--- src/shared/alfe_pkg.sv ---
// ----------------------------------------------------------------
// Constants and types of the ASCII link frame engine
// ----------------------------------------------------------------
package alfe_pkg;

  // Control characters
  localparam logic [7:0] CH_STX = 8'h02;
  localparam logic [7:0] CH_ETX = 8'h03;
  localparam logic [7:0] CH_ENQ = 8'h05;
  localparam logic [7:0] CH_ACK = 8'h06;
  localparam logic [7:0] CH_LF  = 8'h0a;
  localparam logic [7:0] CH_CR  = 8'h0d;
  localparam logic [7:0] CH_NAK = 8'h15;

  // Error codes sent after the negative acknowledge
  localparam logic [3:0] ERR_SUM   = 4'h2;
  localparam logic [3:0] ERR_PROTO = 4'h3;
  localparam logic [3:0] ERR_CHAR  = 4'h7;

  // Data field formats (write A/A1/A2, read reply E/E1/E2)
  localparam logic [1:0] FMT_FOUR = 2'h0;
  localparam logic [1:0] FMT_TWO  = 2'h1;
  localparam logic [1:0] FMT_SIX  = 2'h2;

  // Frame layout
  localparam logic [4:0] HDR_LEN      = 5'h04;
  localparam int         WRITE_BIT    = 7;
  localparam logic [4:0] ACK_BODY     = 5'h03;
  localparam logic [4:0] NAK_BODY     = 5'h04;
  localparam logic [4:0] READ_FIXED   = 5'h06;
  localparam int         BUF_WIDTH    = 8;

  // Reply waiting time: 10 ms steps, 0 to 15 steps
  localparam int CLK_HZ           = 25_000_000;
  localparam int WAIT_STEP_MS     = 10;
  localparam int WAIT_STEP_CYCLES = CLK_HZ / 1000 * WAIT_STEP_MS;

  typedef enum logic [2:0] {
    ST_IDLE = 3'h0,
    ST_RX   = 3'h1,
    ST_APP  = 3'h3,
    ST_HOLD = 3'h2,
    ST_TX   = 3'h6,
    ST_ANS  = 3'h4
  } alfe_state_e;

  typedef enum logic [1:0] {
    RK_ACK  = 2'h0,
    RK_NAK  = 2'h1,
    RK_READ = 2'h2
  } alfe_reply_e;

  // Data field length in characters
  function automatic logic [4:0] data_len(input logic [1:0] fmt);
    data_len = (fmt == FMT_TWO) ? 5'h02 : (fmt == FMT_SIX) ? 5'h06 : 5'h04;
  endfunction : data_len

  // Uppercase hex digit check
  function automatic logic hex_ok(input logic [7:0] c);
    hex_ok = (c >= 8'h30 && c <= 8'h39) || (c >= 8'h41 && c <= 8'h46);
  endfunction : hex_ok

  // Hex digit to nibble
  function automatic logic [3:0] hex_val(input logic [7:0] c);
    logic [7:0] v;
    v = (c <= 8'h39) ? c - 8'h30 : c - 8'h37;
    hex_val = v[3:0];
  endfunction : hex_val

  // Nibble to uppercase hex digit
  function automatic logic [7:0] nib_hex(input logic [3:0] n);
    nib_hex = (n < 4'ha) ? 8'h30 + {4'h0, n} : 8'h37 + {4'h0, n};
  endfunction : nib_hex

endpackage : alfe_pkg

--- src/rtl/alfe_buf2.sv ---
`timescale 1ns/1ps
// ----------------------------------------------------------------
// Two-entry buffer between the frame builder and the transmitter
// ----------------------------------------------------------------
module alfe_buf2 (
  input  wire logic                           clk_sys,
  input  wire logic                           rst_b,
  input  wire logic                           in_valid,
  output logic                                in_ready,
  input  wire logic [alfe_pkg::BUF_WIDTH-1:0] in_data,
  output logic                                out_valid,
  input  wire logic                           out_ready,
  output logic      [alfe_pkg::BUF_WIDTH-1:0] out_data
);

  logic [alfe_pkg::BUF_WIDTH-1:0] mem_q [2];
  logic                           wp_q;
  logic                           rp_q;
  logic [1:0]                     cnt_q;
  logic                           push;
  logic                           pop;

  // Handshakes
  assign in_ready  = (cnt_q != 2'h2);
  assign out_valid = (cnt_q != 2'h0);
  assign out_data  = mem_q[rp_q];
  assign push      = in_valid && in_ready;
  assign pop       = out_valid && out_ready;

  // Storage
  always_ff @(posedge clk_sys or negedge rst_b) begin
    if (!rst_b) begin
      mem_q[0] <= 8'h00;
      mem_q[1] <= 8'h00;
    end else if (push) begin
      mem_q[wp_q] <= in_data;
    end
  end

  // Pointers and fill count
  always_ff @(posedge clk_sys or negedge rst_b) begin
    if (!rst_b) begin
      wp_q  <= 1'b0;
      rp_q  <= 1'b0;
      cnt_q <= 2'h0;
    end else begin
      if (push) wp_q <= ~wp_q;
      if (pop) rp_q <= ~rp_q;
      if (push && !pop) cnt_q <= cnt_q + 2'h1;
      else if (pop && !push) cnt_q <= cnt_q - 2'h1;
    end
  end

endmodule : alfe_buf2

--- src/rtl/alfe_frame_engine.sv ---
`timescale 1ns/1ps
// Summary of operation
// - Write request is ENQ, station, instruction, wait char, data, sum, terminator.
// - Good request answered with ACK, station and optional terminator.
// - Bad request answered with NAK, station, error code, optional terminator.
// - Read reply is STX, station, four/two/six data, ETX, sum, terminator.
// - STX is 02 and ETX is 03, bracketing read data.
// - ENQ 05 opens every request; ACK 06 means no error.
// - NAK 15 means a data error was found.
// - Terminator is CR 0D then LF 0A, presence set by configuration.
// - A configuration input selects terminator present or absent.
// - Station is two hex characters 00 to 1F; only own station answered.
// - Wait char delays the reply 0 to 150 ms in 10 ms steps.
// - Without the wait char the frame is one shorter; configured delay used.
// - Instruction code selects the operation and meaning of the data.
// - Check time before replying depends on the instruction code.
// - Sum check is two hex characters, low byte of character sum.
// - Nothing is sent except as a reply to a host request.
module alfe_frame_engine #(
  parameter int WAIT_STEP_CYCLES = alfe_pkg::WAIT_STEP_CYCLES
) (
  input  wire logic        clk_sys,
  input  wire logic        rst_b,
  input  wire logic [7:0]  rx_data,
  input  wire logic        rx_valid,
  output logic             rx_ready,
  output logic [7:0]       tx_data,
  output logic             tx_valid,
  input  wire logic        tx_ready,
  input  wire logic [4:0]  station_addr,
  input  wire logic        terminator_select,
  input  wire logic        wait_char_present,
  input  wire logic [3:0]  reply_wait_setting,
  input  wire logic [1:0]  data_format,
  output logic             req_valid,
  output logic             req_write,
  output logic [7:0]       req_instr,
  output logic [23:0]      req_data,
  input  wire logic        app_done,
  input  wire logic        app_error,
  input  wire logic [3:0]  app_err_code,
  input  wire logic        app_no_reply,
  input  wire logic [23:0] app_rd_data,
  output logic             host_ack,
  output logic             host_nak
);

  // ----------------------------------------------------------------
  // Declarations
  // ----------------------------------------------------------------
  localparam int CW = $clog2(WAIT_STEP_CYCLES);

  alfe_pkg::alfe_state_e state_q;
  alfe_pkg::alfe_reply_e kind_q;

  logic [4:0]    idx_q;
  logic [7:0]    sum_q;
  logic [3:0]    rsum_q;
  logic          err_q;
  logic [3:0]    ecode_q;
  logic [7:0]    st_q;
  logic          st_bad_q;
  logic [7:0]    instr_q;
  logic [3:0]    wait_q;
  logic [23:0]   data_q;
  logic          is_ack_q;
  logic          awaiting_q;
  logic          req_valid_q;
  logic          host_ack_q;
  logic          host_nak_q;
  logic [3:0]    wait_left_q;
  logic [CW-1:0] wcyc_q;
  logic [4:0]    tx_idx_q;
  logic [7:0]    txsum_q;
  logic [23:0]   rdd_q;
  logic [3:0]    tx_code_q;

  logic          take;
  logic          hexv;
  logic [3:0]    nib;
  logic [4:0]    dl;
  logic [4:0]    body_len;
  logic [4:0]    term_base;
  logic [4:0]    last_idx;
  logic [4:0]    term_len;
  logic          is_last;
  logic          bad_now;
  logic [3:0]    code_now;
  logic          fail_now;
  logic [7:0]    st_cur;
  logic          discard;
  logic          frame_start;
  logic          rx_done;

  logic [4:0]    tx_body;
  logic [4:0]    tx_len;
  logic [7:0]    tx_ch;
  logic [4:0]    k;
  logic [23:0]   shifted;
  logic          buf_in_valid;
  logic          buf_in_ready;
  logic          push;
  logic          tx_last;

  // ----------------------------------------------------------------
  // Receive field decode
  // ----------------------------------------------------------------
  // Characters come from a same-clock receiver; never stalled
  assign rx_ready = 1'b1;
  assign take     = rx_valid;
  assign hexv     = alfe_pkg::hex_ok(rx_data);
  assign nib      = alfe_pkg::hex_val(rx_data);
  assign dl       = alfe_pkg::data_len(data_format);
  assign term_len = terminator_select ? 5'h02 : 5'h00;

  // Body: station, instruction, optional wait char, data on writes only
  assign body_len = alfe_pkg::HDR_LEN + {4'h0, wait_char_present}
                  + (instr_q[alfe_pkg::WRITE_BIT] ? dl : 5'h00);

  // Host answer has only a station; requests add two sum characters
  assign term_base = (state_q == alfe_pkg::ST_ANS) ? 5'h02 : body_len + 5'h02;
  assign last_idx  = term_base + term_len - 5'h01;
  assign is_last   = (idx_q == last_idx);
  assign st_cur    = (idx_q == 5'h01) ? {st_q[3:0], nib} : st_q;
  assign frame_start = take && (rx_data == alfe_pkg::CH_ENQ);

  // Error detection on the current character, first error wins
  always_comb begin
    bad_now  = 1'b0;
    code_now = ecode_q;
    if (idx_q < term_base) begin
      if (!hexv) begin
        bad_now  = 1'b1;
        code_now = alfe_pkg::ERR_CHAR;
      end else if (state_q == alfe_pkg::ST_RX && idx_q == body_len + 5'h01
                   && {rsum_q, nib} != sum_q) begin
        bad_now  = 1'b1;
        code_now = alfe_pkg::ERR_SUM;
      end
    end else if (rx_data != ((idx_q == term_base) ? alfe_pkg::CH_CR : alfe_pkg::CH_LF)) begin
      bad_now  = 1'b1;
      code_now = alfe_pkg::ERR_PROTO;
    end
    if (err_q) code_now = ecode_q;
  end

  assign fail_now = err_q || bad_now;
  assign discard  = st_bad_q || (idx_q < 5'h02 && !hexv)
                 || (st_cur != {3'h0, station_addr});
  assign rx_done  = (state_q == alfe_pkg::ST_RX) && take && !frame_start && is_last;

  // ----------------------------------------------------------------
  // Main sequencer
  // ----------------------------------------------------------------
  // Transmission only ever follows a received request
  always_ff @(posedge clk_sys or negedge rst_b) begin
    if (!rst_b) begin
      state_q <= alfe_pkg::ST_IDLE;
    end else begin
      unique case (state_q)
        alfe_pkg::ST_IDLE: begin
          if (frame_start) state_q <= alfe_pkg::ST_RX;
          else if (take && awaiting_q && (rx_data == alfe_pkg::CH_ACK
                   || rx_data == alfe_pkg::CH_NAK)) state_q <= alfe_pkg::ST_ANS;
        end
        alfe_pkg::ST_RX: begin
          if (rx_done) begin
            if (discard) state_q <= alfe_pkg::ST_IDLE;
            else if (fail_now) state_q <= alfe_pkg::ST_HOLD;
            else state_q <= alfe_pkg::ST_APP;
          end
        end
        alfe_pkg::ST_APP: begin
          // Application takes an instruction-dependent check time
          if (app_done) state_q <= app_no_reply ? alfe_pkg::ST_IDLE : alfe_pkg::ST_HOLD;
        end
        alfe_pkg::ST_HOLD: begin
          if (wait_left_q == 4'h0) state_q <= alfe_pkg::ST_TX;
        end
        alfe_pkg::ST_TX: begin
          if (push && tx_last) state_q <= alfe_pkg::ST_IDLE;
        end
        alfe_pkg::ST_ANS: begin
          if (take && is_last) state_q <= alfe_pkg::ST_IDLE;
        end
      endcase
    end
  end

  // ----------------------------------------------------------------
  // Field capture and running sum
  // ----------------------------------------------------------------
  always_ff @(posedge clk_sys or negedge rst_b) begin
    if (!rst_b) begin
      idx_q    <= 5'h00;
      sum_q    <= 8'h00;
      rsum_q   <= 4'h0;
      err_q    <= 1'b0;
      ecode_q  <= 4'h0;
      st_q     <= 8'h00;
      st_bad_q <= 1'b0;
      instr_q  <= 8'h00;
      wait_q   <= 4'h0;
      data_q   <= 24'h000000;
      is_ack_q <= 1'b0;
    end else if (take && (state_q == alfe_pkg::ST_IDLE || (frame_start && state_q == alfe_pkg::ST_RX))) begin
      // Any character in idle, or an ENQ while receiving, restarts the parse
      idx_q    <= 5'h00;
      sum_q    <= 8'h00;
      err_q    <= 1'b0;
      ecode_q  <= 4'h0;
      st_bad_q <= 1'b0;
      instr_q  <= 8'h00;
      data_q   <= 24'h000000;
      is_ack_q <= (rx_data == alfe_pkg::CH_ACK);
    end else if (take && (state_q == alfe_pkg::ST_RX || state_q == alfe_pkg::ST_ANS)) begin
      idx_q   <= idx_q + 5'h01;
      err_q   <= fail_now;
      ecode_q <= code_now;
      // Sum covers station, instruction, wait char and data
      if (state_q == alfe_pkg::ST_RX && (idx_q < alfe_pkg::HDR_LEN || idx_q < body_len))
        sum_q <= sum_q + rx_data;
      if (idx_q < 5'h02) begin
        st_q <= {st_q[3:0], nib};
        if (!hexv) st_bad_q <= 1'b1;
      end else if (state_q == alfe_pkg::ST_RX) begin
        if (idx_q < alfe_pkg::HDR_LEN) instr_q <= {instr_q[3:0], nib};
        else if (wait_char_present && idx_q == alfe_pkg::HDR_LEN) wait_q <= nib;
        else if (idx_q < body_len) data_q <= {data_q[19:0], nib};
        else if (idx_q == body_len) rsum_q <= nib;
      end
    end
  end

  // ----------------------------------------------------------------
  // Application request and host answer pulses
  // ----------------------------------------------------------------
  always_ff @(posedge clk_sys or negedge rst_b) begin
    if (!rst_b) begin
      req_valid_q <= 1'b0;
      host_ack_q  <= 1'b0;
      host_nak_q  <= 1'b0;
    end else begin
      req_valid_q <= rx_done && !discard && !fail_now;
      host_ack_q  <= 1'b0;
      host_nak_q  <= 1'b0;
      if (state_q == alfe_pkg::ST_ANS && take && is_last && !fail_now && !discard) begin
        host_ack_q <= is_ack_q;
        host_nak_q <= !is_ack_q;
      end
    end
  end

  assign req_valid = req_valid_q;
  assign req_write = instr_q[alfe_pkg::WRITE_BIT];
  assign req_instr = instr_q;
  assign req_data  = data_q;
  assign host_ack  = host_ack_q;
  assign host_nak  = host_nak_q;

  // ----------------------------------------------------------------
  // Reply waiting time, counted from the end of the request
  // ----------------------------------------------------------------
  always_ff @(posedge clk_sys or negedge rst_b) begin
    if (!rst_b) begin
      wait_left_q <= 4'h0;
      wcyc_q      <= '0;
    end else if (rx_done && !discard) begin
      wait_left_q <= wait_char_present ? wait_q : reply_wait_setting;
      wcyc_q      <= '0;
    end else if (wait_left_q != 4'h0) begin
      if (wcyc_q == CW'(WAIT_STEP_CYCLES - 1)) begin
        wcyc_q      <= '0;
        wait_left_q <= wait_left_q - 4'h1;
      end else begin
        wcyc_q <= wcyc_q + CW'(1);
      end
    end
  end

  // ----------------------------------------------------------------
  // Reply selection
  // ----------------------------------------------------------------
  always_ff @(posedge clk_sys or negedge rst_b) begin
    if (!rst_b) begin
      kind_q    <= alfe_pkg::RK_ACK;
      rdd_q     <= 24'h000000;
      tx_code_q <= 4'h0;
    end else if (rx_done && fail_now) begin
      kind_q    <= alfe_pkg::RK_NAK;
      tx_code_q <= code_now;
    end else if (state_q == alfe_pkg::ST_APP && app_done) begin
      rdd_q     <= app_rd_data;
      tx_code_q <= app_err_code;
      if (app_error) kind_q <= alfe_pkg::RK_NAK;
      else if (instr_q[alfe_pkg::WRITE_BIT]) kind_q <= alfe_pkg::RK_ACK;
      else kind_q <= alfe_pkg::RK_READ;
    end
  end

  // ----------------------------------------------------------------
  // Reply character generator
  // ----------------------------------------------------------------
  always_comb begin
    unique case (kind_q)
      alfe_pkg::RK_ACK: tx_body = alfe_pkg::ACK_BODY;
      alfe_pkg::RK_NAK: tx_body = alfe_pkg::NAK_BODY;
      default:          tx_body = alfe_pkg::READ_FIXED + dl;
    endcase
  end

  assign tx_len  = tx_body + term_len;
  assign tx_last = (tx_idx_q == tx_len - 5'h01);
  assign k       = tx_idx_q - 5'h03;
  assign shifted = rdd_q >> {dl - k - 5'h01, 2'h0};

  // Character at the current reply position
  always_comb begin
    if (tx_idx_q >= tx_body) begin
      tx_ch = (tx_idx_q == tx_body) ? alfe_pkg::CH_CR : alfe_pkg::CH_LF;
    end else if (tx_idx_q == 5'h00) begin
      unique case (kind_q)
        alfe_pkg::RK_ACK: tx_ch = alfe_pkg::CH_ACK;
        alfe_pkg::RK_NAK: tx_ch = alfe_pkg::CH_NAK;
        default:          tx_ch = alfe_pkg::CH_STX;
      endcase
    end else if (tx_idx_q == 5'h01) begin
      tx_ch = alfe_pkg::nib_hex({3'h0, station_addr[4]});
    end else if (tx_idx_q == 5'h02) begin
      tx_ch = alfe_pkg::nib_hex(station_addr[3:0]);
    end else if (kind_q == alfe_pkg::RK_NAK) begin
      tx_ch = alfe_pkg::nib_hex(tx_code_q);
    end else if (k < dl) begin
      tx_ch = alfe_pkg::nib_hex(shifted[3:0]);
    end else if (k == dl) begin
      tx_ch = alfe_pkg::CH_ETX;
    end else if (k == dl + 5'h01) begin
      tx_ch = alfe_pkg::nib_hex(txsum_q[7:4]);
    end else begin
      tx_ch = alfe_pkg::nib_hex(txsum_q[3:0]);
    end
  end

  // ----------------------------------------------------------------
  // Reply sequencing into the buffer
  // ----------------------------------------------------------------
  assign buf_in_valid = (state_q == alfe_pkg::ST_TX);
  assign push         = buf_in_valid && buf_in_ready;

  // Position and running sum of the read reply
  always_ff @(posedge clk_sys or negedge rst_b) begin
    if (!rst_b) begin
      tx_idx_q <= 5'h00;
      txsum_q  <= 8'h00;
    end else if (state_q != alfe_pkg::ST_TX) begin
      tx_idx_q <= 5'h00;
      txsum_q  <= 8'h00;
    end else if (push) begin
      tx_idx_q <= tx_idx_q + 5'h01;
      if (tx_idx_q != 5'h00 && tx_idx_q < dl + 5'h03)
        txsum_q <= txsum_q + tx_ch;
    end
  end

  // Host owes an answer after a read reply
  always_ff @(posedge clk_sys or negedge rst_b) begin
    if (!rst_b) begin
      awaiting_q <= 1'b0;
    end else if (state_q == alfe_pkg::ST_TX && push && tx_last) begin
      awaiting_q <= (kind_q == alfe_pkg::RK_READ);
    end else if (state_q == alfe_pkg::ST_IDLE && take) begin
      awaiting_q <= 1'b0;
    end
  end

  // Stall toward the transmitter loses no character
  alfe_buf2 u_buf (
    .clk_sys   (clk_sys),
    .rst_b     (rst_b),
    .in_valid  (buf_in_valid),
    .in_ready  (buf_in_ready),
    .in_data   (tx_ch),
    .out_valid (tx_valid),
    .out_ready (tx_ready),
    .out_data  (tx_data)
  );

endmodule : alfe_frame_engine

--- config.mk ---
export PLATFORM = sky130hd
export DESIGN_NAME = alfe_frame_engine
export DESIGN_NICKNAME = d
export VERILOG_FILES = /design/src/shared/alfe_pkg.sv /design/src/rtl/alfe_buf2.sv /design/src/rtl/alfe_frame_engine.sv
export SDC_FILE = /design/constraint.sdc
export NUM_CORES = 1
export LEC_CHECK = 0
export ABC_AREA = 1
export BUFFER_PORTS_ARGS = -buffer_cell sky130_fd_sc_hd__buf_4
export CORE_MARGIN = 1
export CORE_UTILIZATION = 40
export DETAILED_ROUTE_END_ITERATION = 7
export PLACE_DENSITY = 0.63
export SYNTH_ARGS = -nofsm -noshare
export SYNTH_HDL_FRONTEND = slang
export SYNTH_SLANG_ARGS = --single-unit
--- constraint.sdc ---
create_clock -name clk_sys -period 5.25 [get_ports clk_sys]
set_clock_uncertainty 0.15 [all_clocks]
set_input_delay 0.7875 -clock clk_sys [delete_from_list [all_inputs] [get_ports clk_sys]]
set_output_delay 0.7875 -clock clk_sys [all_outputs]
set_load 0.02 [all_outputs]
==> key figures, run 1 <==
Critical path
  • Timing startpoint of the critical path: tx_idx_q[1]
  • Worst path slowest cell: fa_1
  • Startpoint type of the worst setup path: flip-flop
  • Longest individual stage delay on the worst path: 0.56 ns
  • Endpoint kind of the worst setup timing path: flip-flop
  • Top fanout value on the critical path: 6
  • R2R Setup Slk: 0.40 ns
  • CP top delay family: adder cells
  • Cell with the most instances on the worst path: nand2_1
  • Required time of the worst setup path: 5.41 ns
  • Worst path buffer plus inverter count: 4
  • Reg-to-reg critical path startpoint: tx_idx_q[1]
  • Arrival time worst endpoint: 5.01 ns
  • Crit Path Category: flip-flop to flip-flop

Global route
  • Wire length of the first global-routing pass: 45400 microns
  • Number of global-route vias before repair: 9321
  • Antenna violations before repair: 0
  • Total Routing Usage GR: 0.213
  • Largest net degree at the start of global routing: 78
  • Total gr overflow: 0

Yosys
  • Proportion of synthesized chip area in sequential cells: 0.377
  • #FFs+latches synth: 158
  • Warning count from the yosys run: 0
  • Area of the mapped netlist: 0.0105 sq mm
  • Mean cell area of the mapped netlist: 7.50 sq um
  • Mapped Nets: 1521
  • Synthesized instance count: 1398
  • Distinct cells, synth: 61

Place
  • Post-Place Setup Slack: -0.131 ns
  • Number of I/O port buffers: 99
  • Area post-placement: 0.0116 sq mm
  • Half-perimeter wire length after detailed placement: 20700 microns
  • Placer Congestion: 0.919
  • Total placed cells including tap cells: 1813

Floorplan
  • # IOs: 102
  • Area enclosed by the die boundary: 0.0269 sq mm
  • Width of the die: 164 microns
  • Starting Density: 0.412
  • Core Area: 0.0255 sq mm
  • Vert. Die Dim: 164 microns
  • Number of standard-cell rows in the floorplan: 58

Finish
  • Final antenna diode count: 0
  • Share of post-route cells with drive strength above 1: 0.136
  • Area growth syn-to-layout: 16.7%
  • Final instance area: 0.0122 sq mm
  • Commonest non-fill, non-tap cell in the layout: nand2_1
  • Final Non-Filler Cells: 1845
  • Commonest non-fill, non-tap cells in the layout: 356 x nand2_1, 202 x inv_1, 156 x dfrtp_1, 113 x buf_4, 95 x o21ai_0
  • Layout net count: 1625

Clocking
  • Clock-pin slew on the worst setup and hold paths: 0.08 ns
  • Number of buffers created by CTS: 17
  • Worst-case clock buffer depth: 2
  • Clock latency of the later-clocked register in the worst-skew pair: 0.44 ns
  • Postcts setup bufs: 0
  • Number of hold buffers added after CTS: 0
  • TritonCTS sink count: 158
  • Gates resized, CTS repair: 0
  • TritonCTS clock tree: built
  • Master cell of the clock root buffer: clkbuf_16
  • Max H-tree Level: 4

Route
  • Detailed-router iteration count before antenna repair: 5
  • Via Count: 9419
  • DRC violation count after routing: 0
  • Via-per-instance ratio: 5.11
  • Antenna violation net count after detailed routing: 0
  • DRC violation total after the first TritonRoute iteration: 590
  • Final routed wire length divided by cell count: 14.8 microns
  • Overall routed net length: 27200 microns

STA
  • Setup-failing EPs final: 0
  • Measured slew at the worst slew-check pin: 0.970 ns
  • Portion of the clock cycle consumed by the worst path in the final layout: 0.924
  • Setup TNS: 0 ns
  • Final number of hold-violating endpoints: 0
  • Final critical-path setup slack: 0.401 ns
  • Count of pins over their slew limit: 0
  • Worst Hold Slack: 0.207 ns
  • Peak Freq: 206 MHz
  • Max-slew headroom at the worst pin: 0.351
  • Final critical path time including I/O delays and setup: 4.85 ns

Power
  • Power density of the placed cells: 412 mW/mm^2
  • Lkg Pwr: 6.15 nW
  • Worst ir drop on vdd: 0.000305 V

Flow run
  • Max-capacitance violation count: 0

Worst hold path
  • Class of the most critical hold timing path: primary input to async pin

Outcome
  • Run status: finished clean
==> Yosys cell counts (all sizes together) <==
library cell | number | area (sq um)
a31oi | 3 | 18.8
a21o | 2 | 15.0
inv | 207 | 777
a2111oi | 2 | 17.5
nor4 | 10 | 77.6
o21a | 1 | 7.51
a32oi | 1 | 8.76
o2111ai | 2 | 17.5
a21boi | 3 | 22.5
xor2 | 34 | 305
mux2i | 2 | 20.0
nand3 | 97 | 515
fa | 5 | 100
o22ai | 29 | 181
or2 | 10 | 65.1
nor3 | 26 | 146
o41ai | 1 | 8.76
o2bb2ai | 1 | 8.76
nand2 | 370 | 1430
a21oi | 51 | 255
conb | 2 | 7.51
a22oi | 1 | 7.51
clkbuf | 13 | 48.8
a211oi | 2 | 15.0
and2 | 3 | 18.8
ha | 62 | 776
dfrtp | 158 | 3950
xnor2 | 14 | 141
o21ai | 119 | 674
a32o | 1 | 10.0
o211ai | 3 | 22.5
buf | 16 | 101
o31ai | 2 | 15.0
nor3b | 2 | 15.0
nand3b | 2 | 15.0
clkinv | 6 | 22.5
and3 | 1 | 6.26
nor2 | 100 | 417
nand4 | 34 | 213
==> registers in the layout (all words and copies together) (netlist names), 2 cells and up <==
register     count
sum_q            8
wait_left_q      4
kind_q           2
req_data        24
req_instr        8
rdd_q           24
tx_idx_q         5
rsum_q           4
idx_q            5
wcyc_q          18
u_buf.mem_q     14
state_q          3
txsum_q          8
st_q             8
u_buf.cnt_q      2
wait_q           4
tx_code_q        4
ecode_q          4
==> per-layer routing <==
layer	up-vias	GRT usage	routed length (microns)
met3	37	0.0449	1430
li1	4755	-	-
met2	224	0.361	12800
met1	4403	0.271	12500
met4	0	0.0673	526
met5	-	0	0
==> metrics by stage <==
stage | total power, W | utilization
global route | 0.00544 | 0.480
CTS | 0.00508 | 0.480
floorplan | 0.00315 | -
finish | 0.00505 | 0.480
detailed placement | 0.00376 | 0.456
global placement | 0.00373 | 0.456
==> worst paths after layout <==
| kind | cells after the start | to |
|---|---|---|
| max in group asynchronous | 2 | req_data[15] |
| worst min register to register | 1 | host_nak |
| worst max register to register | 32 | txsum_q[7] |
| min in group clk_sys | 1 | host_nak |
| worst max-delay path | 32 | txsum_q[7] |
| worst min-delay path | 1 | u_buf.mem_q[4] |
==> kinds of logic after synthesis <==
kind of cell / Yosys count / synth area share
muxes: 2 / 0.00191
adders and majority gates: 67 / 0.0836
other: 2 / 0.000716
buffers and inverters: 242 / 0.0906
DFF: 158 / 0.377
xor gates and xnor gates: 48 / 0.0426
AOI/OAI and AO/OA: 224 / 0.125
and+or+nand+nor: 655 / 0.279
==> power by group <==
group / switching [W] / total (W) / internal [W]
Sequential: 0.000233 / 0.00176 / 0.00153
Combinational: 0.00123 / 0.00199 / 0.000756
Clock: 0.000608 / 0.00130 / 0.000691
Total: 0.00207 / 0.00505 / 0.00297
==> layout make-up <==
class / instances / area, sq um
Fill cell: 2552 / 13200
Multi-Input combinational cell: 998 / 5590
Sequential cell: 158 / 3960
Timing Repair Buffer: 114 / 860
Inverter: 213 / 800
Clock buffer: 17 / 425
Tap cell: 330 / 413
Clock inverter: 15 / 195
No activity file was read; power rests on OpenSTA's default activity.
==> run 2, diff against run 1 <==
--- a/config.mk
+++ b/config.mk
@@ -5,12 +5,12 @@
 export SDC_FILE = /design/constraint.sdc
 export NUM_CORES = 1
 export LEC_CHECK = 0
-export ABC_AREA = 1
 export BUFFER_PORTS_ARGS = -buffer_cell sky130_fd_sc_hd__buf_4
 export CORE_MARGIN = 1
 export CORE_UTILIZATION = 40
 export DETAILED_ROUTE_END_ITERATION = 7
-export PLACE_DENSITY = 0.63
+export PLACE_DENSITY = 0.68
+export REMOVE_ABC_BUFFERS = 1
 export SYNTH_ARGS = -nofsm -noshare
 export SYNTH_HDL_FRONTEND = slang
 export SYNTH_SLANG_ARGS = --single-unit
==> run 2 against run 1 <==
Setup slack worse by 0.15 ns. Die area down 0.65%. Final area up 2.2%. Final cell count is 11% lower. Non-clock buffer count up 42. Largest cell class unchanged. Fmax decreased by 3.0%. Power decreased by 31%. Count of clock-buffer cells in the layout unchanged. Area after synthesis is 0.66% lower.
==> key figures, run 2 <==
Outcome
  • Run status: finished clean

Finish
  • Commonest non-fill, non-tap cells in the layout: 175 x nand2_1, 158 x dfrtp_1, 155 x buf_4, 108 x nor2_1, 91 x a21oi_1
  • Final standard cell utilization of the core: 0.494
  • Share of post-route cells with drive strength above 1: 0.192
  • Final instance area: 0.0125 sq mm
  • Area growth syn-to-layout: 20.0%
  • Final antenna diode count: 0
  • Commonest non-fill, non-tap cell in the layout: nand2_1
  • Layout net count: 1430
  • Final Non-Filler Cells: 1650

STA
  • Final number of hold-violating endpoints: 0
  • Measured slew at the worst slew-check pin: 1.07 ns
  • Setup TNS: 0 ns
  • Portion of the clock cycle consumed by the worst path in the final layout: 0.952
  • Max-slew headroom at the worst pin: 0.288
  • Count of pins over their slew limit: 0
  • Setup-failing EPs final: 0
  • Peak Freq: 200 MHz
  • Final critical path time including I/O delays and setup: 5.00 ns

Yosys
  • #FFs+latches synth: 158
  • Async set-or-reset flop fraction in the synthesized netlist: 1.00
  • Area of the mapped netlist: 0.0104 sq mm
  • Number of enable-type register cells in the synthesized netlist: 0
  • Commonest cells post-synth: 175 x nand2_1, 158 x dfrtp_1, 109 x nor2_1
  • Top-count cell post-synth: nand2_1
  • Proportion of netlist area held by the largest area contributor: 0.380
  • Cell type with the largest total area after synthesis: dfrtp_1
  • Distinct cells, synth: 82
  • Most frequently used flop master after synthesis: dfrtp_1
  • Synthesized instance count: 1185
  • Leading post-synthesis cells by cell area: dfrtp_1 38%, ha_1 7.4%, nand2_1 6.3%, a21oi_1 4.5%, nor2_1 3.9%
  • Proportion of synthesized chip area in sequential cells: 0.380
  • Mean cell area of the mapped netlist: 8.79 sq um
  • Warning count from the yosys run: 0

Critical path
  • CP top delay family: simple AND/OR/NAND/NOR gates
  • Startpoint type of the worst setup path: primary input
  • Longest individual stage delay on the worst path: 0.63 ns
  • Worst path buffer plus inverter count: 5
  • Required time of the worst setup path: 5.42 ns
  • Endpoint kind of the worst setup timing path: flip-flop
  • Crit Path Category: primary input to flip-flop
  • Critical Path, Cell by Cell: buf_4 > inv_1 > ha_4 > inv_2 > ha_4 > fa_2 > nand2b_4 > nor2_1 > or3_4 > or4_1 > o311a_1 > o41a_1 > nor2_2 > buf_4 > inv_1 > fa_1 > nor2b_1 > o21ai_0 > nand2b_1 > a21o_1 > a21oi_1 > xnor2_1 > a21oi_1 > nor2_1
  • Arrival time worst endpoint: 5.17 ns
  • Worst path slowest cell: fa_2
  • Top fanout value on the critical path: 6

Clocking
  • TritonCTS clock tree: built
  • Clock latency of the later-clocked register in the worst-skew pair: 0.45 ns
  • Number of hold buffers added after CTS: 0
  • Number of buffers created by CTS: 17
  • Clock-pin slew on the worst setup and hold paths: 0.07 ns
  • TritonCTS sink count: 158
  • Max H-tree Level: 4
  • Worst-case clock buffer depth: 2
  • Master cell of the clock root buffer: clkbuf_16

Floorplan
  • Area enclosed by the die boundary: 0.0267 sq mm
  • Starting Density: 0.411
  • Vert. Die Dim: 163 microns
  • Number of standard-cell rows in the floorplan: 58
  • # IOs: 102
  • Core Area: 0.0253 sq mm
  • Width of the die: 163 microns

Place
  • Placer Congestion: 0.900
  • Area post-placement: 0.0118 sq mm
  • Half-perimeter wire length after detailed placement: 19900 microns
  • Total placed cells including tap cells: 1616
  • Number of I/O port buffers: 99

Global route
  • Total gr overflow: 0
  • Largest net degree at the start of global routing: 92
  • Total Routing Usage GR: 0.209
  • Number of global-route vias before repair: 8575
  • Antenna violations before repair: 0
  • Wire length of the first global-routing pass: 44200 microns

Worst hold path
  • Class of the most critical hold timing path: primary input to async pin

Power
  • Lkg Pwr: 5.81 nW
  • Power density of the placed cells: 279 mW/mm^2
  • Worst ir drop on vdd: 0.000269 V
  • Post-layout total power: 0.00348 W

Route
  • Antenna violation net count after detailed routing: 0
  • Via-per-instance ratio: 5.38
  • DRC violation total after the first TritonRoute iteration: 740
  • Via Count: 8872
  • Final routed wire length divided by cell count: 16.3 microns
  • Detailed-router iteration count before antenna repair: 7
  • DRC violation count after routing: 0
  • Overall routed net length: 26900 microns

Flow run
  • Max-capacitance violation count: 0
-- run 2: cell types whose count changed after synthesis, moves of 27 or more --
cell,before,now
inv_1,202,57
nand2_1,356,175
o21ai_0,96,42
a21oi_1,51,93
mux2_2,0,27
mux2i_1,2,36
nand3_1,94,23
-- run 2: kinds of logic after synthesis --
logic type | share of synthesized area
adders and majority gates | 0.0841
and+or+nand+nor | 0.220
DFF | 0.380
buffers and inverters | 0.0431
xor gates and xnor gates | 0.0595
AOI/OAI and AO/OA | 0.144
other | 0.000721
muxes | 0.0681
-- run 2: per-layer routing --
metal | GRT usage | up-vias | routed length [microns]
met5 | 0 | - | 0
met4 | 0.0523 | 0 | 325
met3 | 0.0310 | 21 | 1080
met2 | 0.359 | 197 | 13400
met1 | 0.273 | 4250 | 12100
li1 | - | 4404 | -
-- run 2: worst paths after layout --
kind                                start  slack [ns]  depth (start not counted)              to
max reg2reg                   tx_idx_q[1]        0.26                         23      txsum_q[6]
max in group asynchronous           rst_b        3.66                          2  u_buf.mem_q[2]
min                                 rst_b        0.26                          1        rdd_q[6]
min in group clk_sys             is_ack_q        0.33                          1        host_nak
max                        data_format[0]        0.25                         24      txsum_q[6]
min reg2reg                      is_ack_q        0.33                          1        host_nak
-- run 2: through the flow --
stage,hold slack (ns),setup slack (ns)
floorplan,0.262,-0.135
global placement,0.302,-0.391
detailed placement,0.303,-0.494
CTS,0.308,0.0379
global route,0.322,-0.0398
finish,0.256,0.252
-- run 2: power breakdown --
group / leakage [nW] / internal, W / switching (W)
registers: 2.05 / 0.00129 / 0.000107
logic: 3.46 / 0.000348 / 0.000428
clock network: 0.304 / 0.000659 / 0.000649
total: 5.81 / 0.00230 / 0.00118
-- run 2: what timing repair did --
item / 4_1_cts / 5_1_grt
gates resized for setup: 2 / 17
pin swaps: 0 / 12
endpoints found under the setup margin: 1 / 4
gates cloned: 0 / 0
setup buffers: 0 / 2
-- run 2: area by class of cell --
class	instances	area, sq um
Fill cell	2374	12800
Clock inverter	15	206
Clock buffer	17	425
Timing Repair Buffer	156	1170
Tap cell	330	413
Sequential cell	158	3950
Multi-Input combinational cell	917	6110
Inverter	57	214
